**src/rtl/turn_pkg.sv**
```systemverilog
package turn_pkg;
  // Clock rate in hertz.
  localparam longint CLK_HZ = 125000000;
  // Flash half period in milliseconds and its cycle count.
  localparam int FLASH_HALF_MS = 400;
  localparam longint FLASH_HALF_CYC = CLK_HZ / 1000 * FLASH_HALF_MS;
  // Switch debounce time in milliseconds and its cycle count.
  localparam int DEBOUNCE_MS = 20;
  localparam longint DEBOUNCE_CYC = CLK_HZ / 1000 * DEBOUNCE_MS;
  // Delay from upright return to cancellation, in milliseconds.
  localparam int TILT_CANCEL_MS = 1500;
  // Four-way unattended run, in seconds.
  localparam int HAZARD_RUN_S = 7200;
  // Disarm confirmation dark time, in milliseconds.
  localparam int CONFIRM_DARK_MS = 1000;
  // Flashes counted before automatic cancellation.
  localparam int CANCEL_FLASHES = 20;
  // Speed thresholds in mph.
  localparam logic [7:0] SPEED_HOLD_MPH = 8'h07;
  localparam logic [7:0] SPEED_RESUME_MPH = 8'h08;
  // Distance for calibration, in thousandths of a mile.
  localparam int CAL_MILLIMILES = 250;
  // Millisecond tick count.
  localparam longint MS_CYC = CLK_HZ / 1000;
endpackage

```
**src/rtl/switch_debounce.sv**
```systemverilog
`timescale 1ns/10ps
// Synchronises one pin and accepts a new level after it holds steady.
module switch_debounce #(
  parameter int STABLE_CYC = 2500000
) (
  input wire logic clk_sys,
  input wire logic reset,
  input wire logic raw,
  output logic clean
);
  logic sync_a;
  logic sync_b;
  logic [31:0] count;

  // Two flip-flops bring the pin into the clock domain.
  always_ff @(posedge clk_sys) begin
    if (reset) begin
      sync_a <= 1'b0;
      sync_b <= 1'b0;
    end else begin
      sync_a <= raw;
      sync_b <= sync_a;
    end
  end

  // The output follows only after the level has been steady long enough.
  always_ff @(posedge clk_sys) begin
    if (reset) begin
      count <= 32'h0;
      clean <= 1'b0;
    end else if (sync_b == clean) begin
      count <= 32'h0;
    end else if (count >= 32'(STABLE_CYC - 1)) begin
      count <= 32'h0;
      clean <= sync_b;
    end else begin
      count <= count + 32'h1;
    end
  end
endmodule

```
**src/rtl/turn_module.sv**
```systemverilog
`timescale 1ns/10ps
// Behaviour
// - One switch press flashes that side's lamp and indicator.
// - Both switches held together start four-way flashing.
// - Pressing the flashing side again stops flashing.
// - Pressing the opposite side moves flashing to that side.
// - After release count flashes; above speed threshold cancel at twenty.
// - At or below seven mph hold count; resume at eight mph.
// - Upright return after a lean cancels the turn within two seconds.
// - Upright reference calibrates each start after a quarter mile upright.
// - Four-way starts only with key on and security disarmed.
// - Four-way keeps running two hours after key off or arming.
// - Both switches again, key on and disarmed, end four-way flashing.
// - Disarm during four-way: dark second, one flash, dark second, resume.
// - Tip-over kills lamps, starter, and requests engine shutdown.
// - Shutdown latches until upright and a key off-then-on cycle.
// - Starter enabled only when the clutch or the neutral input shows safe.
// - Lamp over-current or short turns the lamp outputs off.
module turn_module #(
  parameter longint FLASH_HALF_CYC = turn_pkg::FLASH_HALF_CYC,
  parameter longint DEBOUNCE_CYC = turn_pkg::DEBOUNCE_CYC,
  parameter longint MS_CYC = turn_pkg::MS_CYC,
  parameter int HAZARD_RUN_S = turn_pkg::HAZARD_RUN_S
) (
  input wire logic clk_sys,
  input wire logic reset,
  input wire logic switch_left,
  input wire logic switch_right,
  input wire logic key_switch,
  input wire logic security_armed,
  input wire logic clutch_pulled,
  input wire logic in_neutral,
  input wire logic lamp_fault,
  input wire logic [7:0] speed_mph,
  input wire logic speed_valid,
  input wire logic tilt_lean,
  input wire logic tilt_over,
  input wire logic distance_tick,
  output logic lamp_left,
  output logic lamp_right,
  output logic indicator_left,
  output logic indicator_right,
  output logic starter_enable,
  output logic shutdown_request,
  output logic calibrated
);
  typedef enum {IDLE, TURN_LEFT, TURN_RIGHT, HAZARD, DARK1, CONFIRM, DARK2} mode_t;
  mode_t mode;
  logic sw_l, sw_r, sw_l_d, sw_r_d;
  logic key_s, key_a, arm_s, arm_a, clu_s, clu_a, neu_s, neu_a, flt_s, flt_a;
  logic lean_s, lean_a, over_s, over_a, key_d, arm_d;
  logic [31:0] flash_cnt;
  logic phase, flash_end;
  logic [31:0] ms_cnt;
  logic ms_tick, sec_tick;
  logic [9:0] ms_in_sec;
  logic [4:0] flashes;
  logic counting, speed_ok, leaned;
  logic [11:0] upright_ms;
  logic [13:0] hazard_s;
  logic [9:0] dark_ms;
  logic [9:0] cal_dist;
  logic tipped, key_seen_off, combo_done;
  logic press_l, press_r, both;

  // Debounced turn switches with period set by parameter.
  switch_debounce #(.STABLE_CYC(int'(DEBOUNCE_CYC))) deb_l (.clk_sys(clk_sys), .reset(reset),
    .raw(switch_left), .clean(sw_l));
  switch_debounce #(.STABLE_CYC(int'(DEBOUNCE_CYC))) deb_r (.clk_sys(clk_sys), .reset(reset),
    .raw(switch_right), .clean(sw_r));

  // Two-stage synchronisers for the key, security, clutch, neutral, lamp fault and tilt pins.
  always_ff @(posedge clk_sys) begin
    if (reset) begin
      {key_s, arm_s, clu_s, neu_s, flt_s, lean_s, over_s} <= 7'h00;
      {key_a, arm_a, clu_a, neu_a, flt_a, lean_a, over_a} <= 7'h00;
    end else begin
      {key_s, arm_s, clu_s, neu_s, flt_s, lean_s, over_s} <=
        {key_switch, security_armed, clutch_pulled, in_neutral, lamp_fault, tilt_lean, tilt_over};
      {key_a, arm_a, clu_a, neu_a, flt_a, lean_a, over_a} <=
        {key_s, arm_s, clu_s, neu_s, flt_s, lean_s, over_s};
    end
  end

  // Edge history of switches, key and security.
  always_ff @(posedge clk_sys) begin
    if (reset) begin
      sw_l_d <= 1'b0;
      sw_r_d <= 1'b0;
      key_d <= 1'b0;
      arm_d <= 1'b0;
    end else begin
      sw_l_d <= sw_l;
      sw_r_d <= sw_r;
      key_d <= key_a;
      arm_d <= arm_a;
    end
  end

  assign both = sw_l && sw_r;
  assign press_l = sw_l && !sw_l_d && !sw_r;
  assign press_r = sw_r && !sw_r_d && !sw_l;

  // Millisecond and second enables.
  always_ff @(posedge clk_sys) begin
    if (reset) begin
      ms_cnt <= 32'h0;
      ms_in_sec <= 10'h0;
    end else if (ms_tick) begin
      ms_cnt <= 32'h0;
      ms_in_sec <= sec_tick ? 10'h0 : ms_in_sec + 10'h1;
    end else begin
      ms_cnt <= ms_cnt + 32'h1;
    end
  end
  assign ms_tick = ms_cnt >= 32'(MS_CYC - 1);
  assign sec_tick = ms_tick && (ms_in_sec == 10'h3E7);

  // Flash phase generator; flash_end marks the close of one on-off cycle.
  always_ff @(posedge clk_sys) begin
    if (reset || mode == IDLE || mode == DARK1 || mode == DARK2) begin
      flash_cnt <= 32'h0;
      phase <= 1'b1;
    end else if (flash_cnt >= 32'(FLASH_HALF_CYC - 1)) begin
      flash_cnt <= 32'h0;
      phase <= !phase;
    end else begin
      flash_cnt <= flash_cnt + 32'h1;
    end
  end
  assign flash_end = (flash_cnt >= 32'(FLASH_HALF_CYC - 1)) && !phase;

  // Speed hysteresis from the serial speed value.
  always_ff @(posedge clk_sys) begin
    if (reset) begin
      speed_ok <= 1'b0;
    end else if (speed_valid) begin
      if (speed_mph <= turn_pkg::SPEED_HOLD_MPH) begin
        speed_ok <= 1'b0;
      end else if (speed_mph >= turn_pkg::SPEED_RESUME_MPH) begin
        speed_ok <= 1'b1;
      end
    end
  end

  // Upright calibration: distance travelled while upright on each start.
  always_ff @(posedge clk_sys) begin
    if (reset || (key_a && !key_d)) begin
      cal_dist <= 10'h0;
      calibrated <= 1'b0;
    end else if (lean_a) begin
      if (!calibrated) begin
        cal_dist <= 10'h0;
      end
    end else if (distance_tick && !calibrated) begin
      if (cal_dist >= 10'(turn_pkg::CAL_MILLIMILES - 1)) begin
        calibrated <= 1'b1;
      end
      cal_dist <= cal_dist + 10'h1;
    end
  end

  // Tip-over latch, released by upright plus key off then on.
  always_ff @(posedge clk_sys) begin
    if (reset) begin
      tipped <= 1'b0;
      key_seen_off <= 1'b0;
    end else if (over_a) begin
      tipped <= 1'b1;
      key_seen_off <= 1'b0;
    end else if (tipped) begin
      if (!key_a) begin
        key_seen_off <= 1'b1;
      end else if (key_seen_off) begin
        tipped <= 1'b0;
      end
    end
  end

  // Main mode sequencer.
  always_ff @(posedge clk_sys) begin
    if (reset) begin
      mode <= IDLE;
      flashes <= 5'h0;
      counting <= 1'b0;
      leaned <= 1'b0;
      upright_ms <= 12'h0;
      hazard_s <= 14'h0;
      dark_ms <= 10'h0;
      combo_done <= 1'b0;
    end else begin
      if (!both) begin
        combo_done <= 1'b0;
      end
      case (mode)
        IDLE, TURN_LEFT, TURN_RIGHT: begin
          if (both && !combo_done && key_a && !arm_a) begin
            mode <= HAZARD;
            hazard_s <= 14'h0;
            combo_done <= 1'b1;
          end else if (press_l) begin
            mode <= (mode == TURN_LEFT) ? IDLE : TURN_LEFT;
            counting <= 1'b0;
            flashes <= 5'h0;
            leaned <= 1'b0;
          end else if (press_r) begin
            mode <= (mode == TURN_RIGHT) ? IDLE : TURN_RIGHT;
            counting <= 1'b0;
            flashes <= 5'h0;
            leaned <= 1'b0;
          end else if (mode != IDLE) begin
            if (!sw_l && !sw_r) begin
              counting <= 1'b1;
            end
            if (counting && speed_ok && flash_end) begin
              flashes <= flashes + 5'h1;
              if (flashes >= 5'(turn_pkg::CANCEL_FLASHES - 1)) begin
                mode <= IDLE;
              end
            end
            if (lean_a) begin
              leaned <= 1'b1;
              upright_ms <= 12'h0;
            end else if (leaned && ms_tick) begin
              upright_ms <= upright_ms + 12'h1;
              if (upright_ms >= 12'(turn_pkg::TILT_CANCEL_MS - 1)) begin
                mode <= IDLE;
              end
            end
          end
        end
        HAZARD: begin
          if (both && !combo_done && key_a && !arm_a) begin
            mode <= IDLE;
            combo_done <= 1'b1;
          end else if (arm_d && !arm_a) begin
            mode <= DARK1;
            dark_ms <= 10'h0;
          end else if (key_a && !arm_a) begin
            hazard_s <= 14'h0;
          end else if (sec_tick) begin
            hazard_s <= hazard_s + 14'h1;
            if (hazard_s >= 14'(HAZARD_RUN_S - 1)) begin
              mode <= IDLE;
            end
          end
        end
        DARK1, DARK2: begin
          if (ms_tick) begin
            dark_ms <= dark_ms + 10'h1;
            if (dark_ms >= 10'(turn_pkg::CONFIRM_DARK_MS - 1)) begin
              mode <= (mode == DARK1) ? CONFIRM : HAZARD;
              dark_ms <= 10'h0;
              hazard_s <= 14'h0;
            end
          end
        end
        CONFIRM: begin
          if (flash_end) begin
            mode <= DARK2;
          end
        end
        default: begin
          mode <= IDLE;
        end
      endcase
    end
  end

  // Lamp and indicator outputs, gated by tip-over and lamp faults.
  always_ff @(posedge clk_sys) begin
    if (reset || tipped || flt_a) begin
      lamp_left <= 1'b0;
      lamp_right <= 1'b0;
      indicator_left <= 1'b0;
      indicator_right <= 1'b0;
    end else begin
      lamp_left <= phase && (mode == TURN_LEFT || mode == HAZARD || mode == CONFIRM);
      lamp_right <= phase && (mode == TURN_RIGHT || mode == HAZARD || mode == CONFIRM);
      indicator_left <= phase && (mode == TURN_LEFT || mode == HAZARD || mode == CONFIRM);
      indicator_right <= phase && (mode == TURN_RIGHT || mode == HAZARD || mode == CONFIRM);
    end
  end

  // Starter permission and engine shutdown request.
  always_ff @(posedge clk_sys) begin
    if (reset) begin
      starter_enable <= 1'b0;
      shutdown_request <= 1'b0;
    end else begin
      starter_enable <= !tipped && key_a && (neu_a || clu_a);
      shutdown_request <= tipped;
    end
  end
endmodule

```
**config.mk**
```make
export PLATFORM = sky130hd
export DESIGN_NAME = turn_module
export DESIGN_NICKNAME = d
export VERILOG_FILES = /design/src/rtl/turn_pkg.sv /design/src/rtl/switch_debounce.sv /design/src/rtl/turn_module.sv
export SDC_FILE = /design/constraint.sdc
export NUM_CORES = 1
export LEC_CHECK = 0
export BUFFER_PORTS_ARGS = -buffer_cell sky130_fd_sc_hd__buf_4
export CAP_MARGIN = 20
export CORE_ASPECT_RATIO = 2
export CORE_MARGIN = 2
export CORE_UTILIZATION = 45
export CTS_BUF_LIST = sky130_fd_sc_hd__clkbuf_8
export DETAILED_ROUTE_END_ITERATION = 10
export PLACE_DENSITY = 0.57
export SYNTH_ARGS = -nofsm -noshare
export SYNTH_HDL_FRONTEND = slang
export SYNTH_SLANG_ARGS = --single-unit
```
**constraint.sdc**
```tcl
create_clock -name clk_sys -period 6.5 [get_ports clk_sys]
set_clock_uncertainty 0.1 [all_clocks]
set_input_delay 1.95 -clock clk_sys [delete_from_list [all_inputs] [get_ports clk_sys]]
set_output_delay 1.95 -clock clk_sys [all_outputs]
set_load 0.005 [all_outputs]
```
==> results by group, run 1 <==
Run status
  • Result of the run: completed

Clock tree
  • Clk sink count: around 260
  • Worst-Skew Late Latency: 550 ps
  • Root buffer cell: clkbuf_8
  • Clock transition time at the flip-flop clock pins of the worst setup and hold paths: ~60 ps
  • Number of buffers inserted to repair setup after CTS: 0
  • CTS Buf Count: 39
  • Clock tree from TritonCTS: built
  • Hold buffer count at CTS: 0
  • Level count of the clock H-tree: 2
  • Number of cells upsized or downsized after cts: 0
  • Deepest clock path buffer count: 3

Worst setup path
  • Data arrival time of the worst path: 1100 ps
  • Crit path buffers/inverters: 1
  • Data required, critical path: ~4500 ps
  • Cell type of the slowest stage on the worst timing path: dfxtp_1
  • Critical path, cell by cell: buf_4
  • Crit Path Class: flop to output pin
  • Crit path max-delay family: flip-flops
  • Beginning of the worst register-to-register path: ms_cnt[0]
  • Crit-path max FO: 6
  • Depth of the worst register-to-register path: 8
  • Type of destination of the critical path: output pin
  • Endpoint of the lowest-slack register-to-register path: hazard_s[7]
  • Highest cell delay on the worst timing path: just over 400 ps
  • Worst-case register-to-register setup slack: 3510 ps
  • Startpoint type of the worst setup path: flop

STA
  • Total negative setup slack: 0 ps
  • Final number of max-transition violations: 0
  • Measured slew at the worst slew-check pin: 967 ps
  • Minimum hold slack: between 300 and 400 ps
  • Unrepaired setup endpoints after global routing: false
  • Post-layout min period: approximately 3200 ps
  • Count of final setup violators: 0
  • Final critical-path share of the clock period: 48.5%
  • Highest Clock Rate: roughly 320 MHz
  • Final hold violations: 0
  • Slew Limit Headroom: ~36%

Drt
  • DR vias: 7,527
  • Violation count after the first detailed-route iteration: approximately 320
  • Remaining routing DRC violations: 0
  • Detailed-route wire length: between 15,000 and 20,000 µm
  • Wire length per cell after detailed routing: between 10 and 15 µm
  • Number of iterations in the first detailed-routing pass: 4
  • DRT antenna net count: 0
  • Routed via count divided by cell count: between 5 and 6

Yosys
  • Total standard cell area after synthesis: approximately 9900 µm²
  • Main flop type after synthesis: dfxtp_1
  • Share of synthesized flip-flops with an asynchronous set or reset: 0%
  • Count of mapped cells out of synthesis: approximately 1,100
  • Average cell area after synthesis: ~9 µm²
  • Register bit count reported by yosys: 257
  • Netlist cell types: 64
  • Seq/Total Area, Yosys: 51.8%
  • Warnings, synthesis: 0
  • Number of enable flip-flop cells after synthesis: 0

Run
  • Reported max-cap violation count: 0

Pwr
  • Leak pwr: approximately 4.1 nW
  • Peak ir drop on the vdd network: between 0.15 and 0.2 mV
  • Power per cell area: between 200 and 300 nW/µm²

Cells and area
  • Synthesis-to-finish area growth: 15.5%
  • Final layout net count: 1,225
  • Antenna diodes: 0
  • Multi-input logic area: between 4000 and 5000 µm²
  • Sequential Area: approximately 5100 µm²
  • Fill count: 2,059
  • Share of layout cells above drive strength 1: 8.51%

Floorplanning
  • Starting Density: 46.0%
  • Die ar.: 23,400 µm²
  • Count of pins on the block boundary: 28
  • Core Rows: 76
  • Die width: 109 µm
  • Height of the die: about 210 µm
  • Core Box Area: ~22,000 µm²

Hold path
  • Start point of the worst hold path: key_s
  • Type of the tightest min-delay check: flop to flop
  • Worst Hold Path Cells: 1
  • Endpoint of the worst hold-timing path: key_a

Global routing
  • Initial antenna violation count: 0
  • Number of global-route vias before repair: around 7,600
  • Largest net degree at the start of global routing: 43
  • Global-route wire length before repair: between 30,000 and 40,000 µm
  • Overall track demand over capacity in global routing: 17.4%
  • Overall overflow remaining after global route: 0

Placement
  • Number of port buffers: 24
  • GPL Wtd Cong: about 0.8
  • Placed wire-length estimate: ~14,000 µm
-- kinds of logic (layout without fill, tap and decap cells) --
logic type	after synthesis	count (layout)	share of synthesized area (%)
and+or+nand+nor	499	499	24.7
DFF	257	257	51.8
AOI/OAI and AO/OA	157	157	10.3
xor gates and xnor gates	102	102	8.99
buffers and inverters	54	120	2.23
adders and majority gates	12	12	1.51
muxes	5	5	0.504
other	1	70	0.0377
-- layout by cell type, fill, tap and decap left out, drive strengths merged, types with 13 or more instances in the layout --
master  count
inv        35
or3        15
clkbuf     51
nand4      20
xor2       48
nor3       30
nand2      84
conb       70
xnor2      54
nor2b      24
a21oi      49
nor4       20
nor2      180
a31oi      13
nand3      56
and3       24
o21ai      35
dfxtp     257
buf        25
-- layer usage --
metal  track usage (%)  vias to the layer above  share of wire (%)
met1              17.2                     3509                 38
met3              3.25                       33                2.6
met4              7.61                        0                2.8
met2              33.7                       69                 57
met5                 0                        -                  0
li1                  -                     3916                  -
-- how the worst max path moves through the flow --
stage	from	to	slack [ps]	cells past startpoint
final	calibrated	calibrated	3350	1
after global routing	ms_cnt[0]	dark_ms[9]	3230	7
after CTS	calibrated	calibrated	3310	1
after detailed placement	reset	hazard_s[10]	2840	4
after global placement	reset	flash_cnt[5]	2890	4
after floorplan	distance_tick	cal_dist[9]	3400	6
-- per-stage QoR --
| step | setup slack [ps] | cell area (µm²) | utilization, % | total power (W) | instances |
|---|---|---|---|---|---|
| 2_1_floorplan | 3400 | 10200 | - | 0.00169 | 1156 |
| 3_3_place_gp | 2890 | 10600 | 49.0 | 0.00171 | 1423 |
| 3_5_place_dp | 2840 | 10600 | 49.0 | 0.00171 | 1423 |
| 4_1_cts | 3310 | 11500 | 53.1 | 0.00319 | 1494 |
| 5_1_grt | 3230 | 11500 | 53.1 | 0.00326 | 1495 |
| 6_report | 3350 | 11500 | 53.1 | 0.00313 | 1495 |
-- power breakdown --
group          internal (W)  switching, W
Sequential          0.00161     0.0000141
Combinational     0.0000226     0.0000322
Clock              0.000829      0.000623
-- synth_stat cells, types with 6 or more instances --
cell type | instances | area, µm²
and3_1 | 24 | 150
or3_1 | 15 | 93.8
nor4_1 | 19 | 119
nand2_1 | 84 | 315
o21ai_0 | 33 | 165
xor2_1 | 48 | 420
inv_1 | 24 | 90.1
clkbuf_1 | 23 | 86.3
a211oi_1 | 7 | 52.6
nand2b_1 | 6 | 37.5
nand4_1 | 19 | 119
nor2_1 | 180 | 676
o31ai_1 | 12 | 90.1
dfxtp_1 | 257 | 5140
nor2b_1 | 24 | 150
and2_1 | 8 | 50.1
nand3_1 | 56 | 280
or4_1 | 10 | 75.1
a21oi_1 | 49 | 245
ha_1 | 12 | 150
a31oi_1 | 13 | 81.3
xnor2_1 | 54 | 473
nor3_1 | 29 | 145
-- registers in the layout, summed over array words and instances, names as in the netlist, 5 cells and up --
name	count
deb_l.count	32
cal_dist	10
mode	32
hazard_s	14
ms_in_sec	10
ms_cnt	32
upright_ms	12
deb_r.count	32
flashes	5
dark_ms	10
flash_cnt	32
-- layout make-up --
type                    instances  area share, %
well taps                     273           2.98
inverters                      24          0.785
flip-flops and latches        257           44.9
repair buffers                 25           1.64
multi-input cells             845           42.1
clock inverters                20           1.55
clock buffers                  51           6.12
(Power assumes the default switching activity.)
==> inputs of run 2 (changes only) <==
==> constraint.sdc (replaced) <==
create_clock -name clk_sys -period 3.25 [get_ports clk_sys]
set_clock_uncertainty 0.1 [all_clocks]
set_input_delay 0.975 -clock clk_sys [delete_from_list [all_inputs] [get_ports clk_sys]]
set_output_delay 0.975 -clock clk_sys [all_outputs]
set_load 0.005 [all_outputs]
==> results by group, run 2 (synthesis results as in run 1) <==
Worst setup path
  • Data required, critical path: 3620 ps (-830 ps)
  • Crit path buffers/inverters: 0 (-1)
  • Crit path max-delay family: compound AO/OA/AOI/OAI gates
  • Highest cell delay on the worst timing path: 550 ps (+140 ps)
  • Type of destination of the critical path: flop
  • Startpoint type of the worst setup path: flop
  • Crit-path max FO: 18 (+12)
  • Data arrival time of the worst path: 3130 ps (+2030 ps)
  • Cell type of the slowest stage on the worst timing path: or4_1
  • Crit Path Class: flop to flop
  • Critical path, cell by cell: ha_1 -> a2111oi_0 -> o21ai_1 -> nand2_1 -> a2111o_1 -> a21o_1 -> or4_1 -> a21oi_1

Floorplanning
  • Starting Density: 46.0% (unchanged)
  • Core Box Area: 21,600 µm² (unchanged)
  • Die ar.: 23,400 µm² (unchanged)
  • Height of the die: 214 µm (unchanged)
  • Core Rows: 76 (unchanged)
  • Count of pins on the block boundary: 28 (unchanged)
  • Die width: 109 µm (unchanged)

Cells and area
  • Share of layout cells above drive strength 1: 8.81% (+0.30 points)
  • Most frequent cells in the layout: 257 x dfxtp_1, 180 x nor2_1, 84 x nand2_1
  • Final layout net count: 1,232 (+0.57%)
  • Fill count: 2,044 (-0.73%)
  • Synthesis-to-finish area growth: 15.1%
  • Post-route cell area: 11,400 µm² (-0.29%)
  • Most common library cell in the layout ignoring fill and taps: dfxtp_1
  • Antenna diodes: 0 (unchanged)
  • Final standard cell count with taps included and fillers excluded: 1,499 (+0.27%)

Pwr
  • Leak pwr: 4.10 nW (about the same)
  • Total power after layout: 0.00600 W (+92%)
  • Power per cell area: 524 nW/µm² (+92%)
  • Peak ir drop on the vdd network: 0.364 mV (+90%)

Drt
  • DRT antenna net count: 0 (unchanged)
  • Routed via count divided by cell count: 5.07 (+0.78%)
  • Remaining routing DRC violations: 0 (unchanged)
  • DR vias: 7,606 (+1.0%)
  • Detailed-route wire length: 19,200 µm (about the same)
  • Violation count after the first detailed-route iteration: 247 (-24%)
  • Number of iterations in the first detailed-routing pass: 4 (unchanged)
  • Wire length per cell after detailed routing: 12.8 µm (-0.33%)

Hold path
  • Type of the tightest min-delay check: flop to flop

Global routing
  • Overall track demand over capacity in global routing: 17.2% (-0.29 points)
  • Overall overflow remaining after global route: 0 (unchanged)
  • Initial antenna violation count: 0 (unchanged)
  • Largest net degree at the start of global routing: 27 (-37%)
  • Global-route wire length before repair: 33,100 µm (-0.91%)
  • Number of global-route vias before repair: 7,540 (-0.53%)

STA
  • Unrepaired setup endpoints after global routing: false
  • Final number of max-transition violations: 0 (unchanged)
  • Highest Clock Rate: between 300 and 400 MHz
  • Total negative setup slack: 0 ps (unchanged)
  • Measured slew at the worst slew-check pin: 973 ps (+5.84 ps)
  • Post-layout min period: about 2800 ps
  • Slew Limit Headroom: 34.4% (-1.1 points)
  • Final critical-path share of the clock period: between 80% and 90%
  • Count of final setup violators: 0 (unchanged)
  • Final hold violations: 0 (unchanged)

Clock tree
  • Clock transition time at the flip-flop clock pins of the worst setup and hold paths: 60 ps (about the same)
  • Clk sink count: 257 (unchanged)
  • CTS Buf Count: 38 (-2.6%)
  • Clock tree from TritonCTS: built
  • Number of cells upsized or downsized after cts: 0 (unchanged)
  • Hold buffer count at CTS: 0 (unchanged)
  • Worst-Skew Late Latency: 540 ps (about the same)
  • Deepest clock path buffer count: 3 (unchanged)
  • Number of buffers inserted to repair setup after CTS: 0 (unchanged)
  • Root buffer cell: clkbuf_8
  • Level count of the clock H-tree: 2 (unchanged)

Run status
  • Result of the run: completed

Placement
  • Placed cells: 1,432 (+0.63%)
  • Placed wire-length estimate: 13,700 µm (+1.3%)
  • Area post-placement: 10,700 µm² (+0.64%)
  • GPL Wtd Cong: 0.854 (+5.8%)
  • Number of port buffers: 24 (unchanged)

Run
  • Reported max-cap violation count: 0 (unchanged)
-- run 2: changes by cell type in the layout (fill, tap and decap cells not counted) --
| cell | change |
|---|---|
| buf_4 | +8 |
| bufinv_16 | -2 |
| clkbuf_8 | -2 |
| clkinv_2 | +2 |
| clkinv_4 | -1 |
| clkinvlp_4 | -1 |
| o21ai_0 | +1 |
| o21ai_1 | -1 |
-- run 2: metrics by stage --
step / hold WS (ps) / utilization [%] / setup slack [ps]
after floorplan: 298 / - / 766
after global placement: 304 / 49.3 / 455
after detailed placement: 319 / 49.3 / 415
after CTS: 329 / 53.0 / 449
after global routing: 343 / 53.0 / 202
final: 325 / 53.0 / 494
-- run 2: worst reg2reg max path, delay by kind of cell, from the launching register on --
| family | cells | cell delay (ps) |
|---|---|---|
| AOI/OAI and AO/OA | 5 | 1290 |
| and+or+nand+nor | 2 | 750 |
| DFF | 1 | 390 |
| adders and majority gates | 1 | 190 |
-- run 2: worst paths after layout --
kind	startpoint	end	slack [ps]	cells past startpoint
max reg2reg	ms_cnt[0]	hazard_s[7]	490	8
min	over_a	key_seen_off	320	1
max	ms_cnt[0]	hazard_s[7]	490	8
min reg2reg	over_a	key_seen_off	320	1
-- run 2: report_power, final --
part | internal, W | leakage, nW | total [W] | switching, W
registers | 0.00322 | 2.10 | 0.00325 | 0.0000289
clock network | 0.00144 | 0.440 | 0.00264 | 0.00120
logic | 0.0000461 | 1.56 | 0.000112 | 0.0000661
-- run 2: metal layers --
metal | GRT usage [%] | part of all wire [%]
met4 | 8.12 | 3.7
met5 | 0 | 0
met3 | 2.95 | 3.1
met2 | 32.6 | 55
met1 | 17.4 | 38
-- run 2: area by class of cell --
cell class	instances	area, µm²	share of cell area, %
well taps	273	342	2.99
clock buffers	49	674	5.90
clock inverters	18	111	0.974
inverters	24	90.1	0.788
repair buffers	33	248	2.17
multi-input cells	845	4830	42.2
flip-flops and latches	257	5140	45.0
==> inputs of run 3 (changes only) <==
--- a/config.mk
+++ b/config.mk
@@ -5,6 +5,7 @@
 export SDC_FILE = /design/constraint.sdc
 export NUM_CORES = 1
 export LEC_CHECK = 0
+export ABC_AREA = 1
 export BUFFER_PORTS_ARGS = -buffer_cell sky130_fd_sc_hd__buf_4
 export CAP_MARGIN = 20
 export CORE_ASPECT_RATIO = 2
@@ -12,7 +13,7 @@
 export CORE_UTILIZATION = 45
 export CTS_BUF_LIST = sky130_fd_sc_hd__clkbuf_8
 export DETAILED_ROUTE_END_ITERATION = 10
-export PLACE_DENSITY = 0.57
+export PLACE_DENSITY = 0.59
 export SYNTH_ARGS = -nofsm -noshare
 export SYNTH_HDL_FRONTEND = slang
 export SYNTH_SLANG_ARGS = --single-unit
==> constraint.sdc (replaced) <==
create_clock -name clk_sys -period 2.21 [get_ports clk_sys]
set_clock_uncertainty 0.1 [all_clocks]
set_input_delay 0.663 -clock clk_sys [delete_from_list [all_inputs] [get_ports clk_sys]]
set_output_delay 0.663 -clock clk_sys [all_outputs]
set_load 0.005 [all_outputs]
==> results by group, run 3 <==
Run status
  • Result of the run: completed

Cells and area
  • Sequential Area: 5160 µm² (+0.32%)
  • Final layout net count: 1,636 (+33%)
  • Multi-input logic area: 5460 µm² (+13%)
  • Final standard cell count with taps included and fillers excluded: 1,914 (+28%)
  • Fill count: 2,176 (+6.5%)
  • Antenna diodes: 0 (unchanged)
  • Most frequent cells in the layout: 244 x dfxtp_1, 201 x nor2_1, 189 x nand2_1
  • Synthesis-to-finish area growth: 29.9%
  • Most common library cell in the layout ignoring fill and taps: dfxtp_1
  • Share of layout cells above drive strength 1: 23.7% (+15 points)

Yosys
  • Most numerous cell types in the synthesized netlist: 257 x dfxtp_1, 230 x nor2_1, 214 x nand2_1
  • Warnings, synthesis: 0 (unchanged)
  • Number of enable flip-flop cells after synthesis: 0 (unchanged)
  • Netlist cell types: 55 (-14%)
  • Top-area cell type share of the netlist area: 48.7% (-3.1 points)
  • Share of synthesized flip-flops with an asynchronous set or reset: 0% (unchanged)
  • Seq/Total Area, Yosys: 48.7% (-3.1 points)
  • Main flop type after synthesis: dfxtp_1
  • Total standard cell area after synthesis: 10,600 µm² (+6.3%)
  • Register bit count reported by yosys: 257 (unchanged)
  • Average cell area after synthesis: 7.68 µm² (-16%)
  • Count of mapped cells out of synthesis: 1,376 (+27%)
  • Yosys top cell by area: dfxtp_1
  • Largest cells by area after synthesis: dfxtp_1 49%, nor2_1 8.2%, nand2_1 7.6%
  • Most frequent cell after synthesis: dfxtp_1

STA
  • Final hold violations: 0 (unchanged)
  • Count of final setup violators: 0 (unchanged)
  • Highest Clock Rate: 453 MHz (+25%)
  • Minimum hold slack: 198 ps (-127 ps)
  • Final critical-path share of the clock period: 99.9% (+15 points)
  • Final number of max-transition violations: 0 (unchanged)
  • Measured slew at the worst slew-check pin: 515 ps (-458 ps)
  • Post-layout min period: 2210 ps (-549 ps)
  • Slew Limit Headroom: 65.4% (+31 points)
  • Unrepaired setup endpoints after global routing: true

Pwr
  • Leak pwr: 5.55 nW (+35%)
  • Peak ir drop on the vdd network: 0.620 mV (+70%)
  • Power per cell area: 683 nW/µm² (+30%)
  • Total power after layout: 0.00937 W (+56%)

Worst setup path
  • Worst-case register-to-register setup slack: 3 ps (-490 ps)
  • Type of destination of the critical path: flop
  • Startpoint type of the worst setup path: flop
  • Worst setup path startpoint: mode[0]
  • Data required, critical path: 2560 ps (-1060 ps)
  • Endpoint of the lowest-slack register-to-register path: hazard_s[3]
  • Crit-path max FO: 5 (-13)
  • Beginning of the worst register-to-register path: mode[0]
  • Critical Path Sink: hazard_s[3]
  • Crit Path Class: flop to flop
  • Data arrival time of the worst path: 2560 ps (-570 ps)
  • Depth of the worst register-to-register path: 14 (+6)

Hold path
  • Type of the tightest min-delay check: primary input to flop

Global routing
  • Overall track demand over capacity in global routing: 18.4% (+1.3 points)
  • Global-route wire length before repair: 37,900 µm (+14%)
  • Overall overflow remaining after global route: 0 (unchanged)
  • Initial antenna violation count: 0 (unchanged)
  • Largest net degree at the start of global routing: 23 (-15%)
  • Number of global-route vias before repair: 8,938 (+19%)

Clock tree
  • Deepest clock path buffer count: 3 (unchanged)
  • Clk sink count: 257 (unchanged)
  • Hold buffer count at CTS: 0 (unchanged)
  • Root buffer cell: clkbuf_8
  • Clock transition time at the flip-flop clock pins of the worst setup and hold paths: 60 ps (about the same)
  • Level count of the clock H-tree: 2 (unchanged)
  • Worst-Skew Late Latency: 560 ps (+20 ps)
  • CTS Buf Count: 39 (+2.6%)
  • Clock tree from TritonCTS: built

Drt
  • Violation count after the first detailed-route iteration: 308 (+25%)
  • DR vias: 9,226 (+21%)
  • Routed via count divided by cell count: 4.82 (-5.0%)
  • Remaining routing DRC violations: 0 (unchanged)
  • DRT antenna net count: 0 (unchanged)
  • Wire length per cell after detailed routing: 12.1 µm (-5.7%)
  • Number of iterations in the first detailed-routing pass: 5 (+1)
  • Detailed-route wire length: 23,100 µm (+20%)

Floorplanning
  • Count of pins on the block boundary: 28 (unchanged)
  • Core Box Area: 23,100 µm² (+7.2%)
  • Core Rows: 79 (+3.9%)
  • Die width: 112 µm (+3.0%)
  • Starting Density: 45.7% (-0.36 points)
  • Die ar.: 24,800 µm² (+6.1%)
  • Height of the die: 221 µm (+3.0%)

Placement
  • Placed cells: 1,811 (+26%)
  • Placed wire-length estimate: 16,700 µm (+22%)
  • GPL Wtd Cong: 0.887 (+3.8%)
  • Number of port buffers: 24 (unchanged)

Run
  • Reported max-cap violation count: 0 (unchanged)
[run 3: final cells by class]
type                            instances  share of cell area [%]
Clock buffer                           49                    4.91
Clock inverter                         20                    1.48
Inverter                              198                    5.56
Multi-Input combinational cell        973                    39.8
Sequential cell                       257                    37.6
Tap cell                              283                    2.58
Timing Repair Buffer                  133                    8.02
Timing Repair inverter                  1                  0.0638
[run 3: cells by family (layout without fill, tap and decap cells)]
group	count (synthesis)	in the layout	share of synthesized area [%]
flip-flops	257	257	48.7
AO/OA/AOI/OAI	165	165	9.11
XOR/XNOR	41	41	3.40
adder cells (fa/ha/maj)	12	12	1.42
other	1	70	0.0355
AND/OR/NAND/NOR	685	685	29.4
buffers and inverters	215	401	7.89
[run 3: power breakdown]
group	switching, W	leakage [nW]	internal, W
Sequential	0.0000378	2.11	0.00474
Combinational	0.000141	2.96	0.0000969
Clock	0.00187	0.483	0.00249
Total	0.00205	5.55	0.00732
[run 3: metal layers]
metal  part of all wire [%]  vias to the layer above  GRT usage, %
met5                      0                        -             0
met4                    4.0                        0          9.39
met3                    3.4                       60          3.34
met2                     57                      135          38.0
met1                     35                     4211          16.5
li1                       -                     4820             -
[run 3: through the flow]
step	area [µm²]	setup slack, ps	utilization, %	setup TNS [ps]
2_1_floorplan	10800	147	-	0
3_3_place_gp	11900	-27.2	51.3	-254
3_5_place_dp	11900	-73.3	51.3	-743
4_1_cts	12800	-21.6	55.3	-44.7
5_1_grt	13700	-99.6	59.3	-1850
6_report	13700	2.69	59.3	0
[run 3: how the worst min path moves through the flow]
stage	endpoint	slack [ps]	startpoint	cells after the start
finish	lean_s	200	tilt_lean	3
global route	over_s	180	tilt_over	3
CTS	lean_s	170	tilt_lean	3
detailed placement	neu_a	300	neu_s	2
global placement	clu_a	300	clu_s	2
floorplan	arm_a	290	arm_s	2
[run 3: worst max-delay path, stage by stage, from the launching register on]
cell and delay (ps):
dfxtp_1 420, nor2_1 70, inv_1 140, nor2_2 90, nand2_4 80, nand2_4 60
buf_4 130, nand2_2 80, nand2_1 70, a21oi_2 160, nand2_4 120, buf_6 140
o21ai_4 200, clkbuf_16 200, nor2_4 30
[run 3: what timing repair did]
| action | in CTS | in global routing |
|---|---|---|
| endpoints found under the setup margin | 29 | 110 |
| gates resized for setup | 10 | 177 |
| pin swaps | 3 | 50 |
| gates cloned | 0 | 4 |
| setup buffers | 3 | 27 |
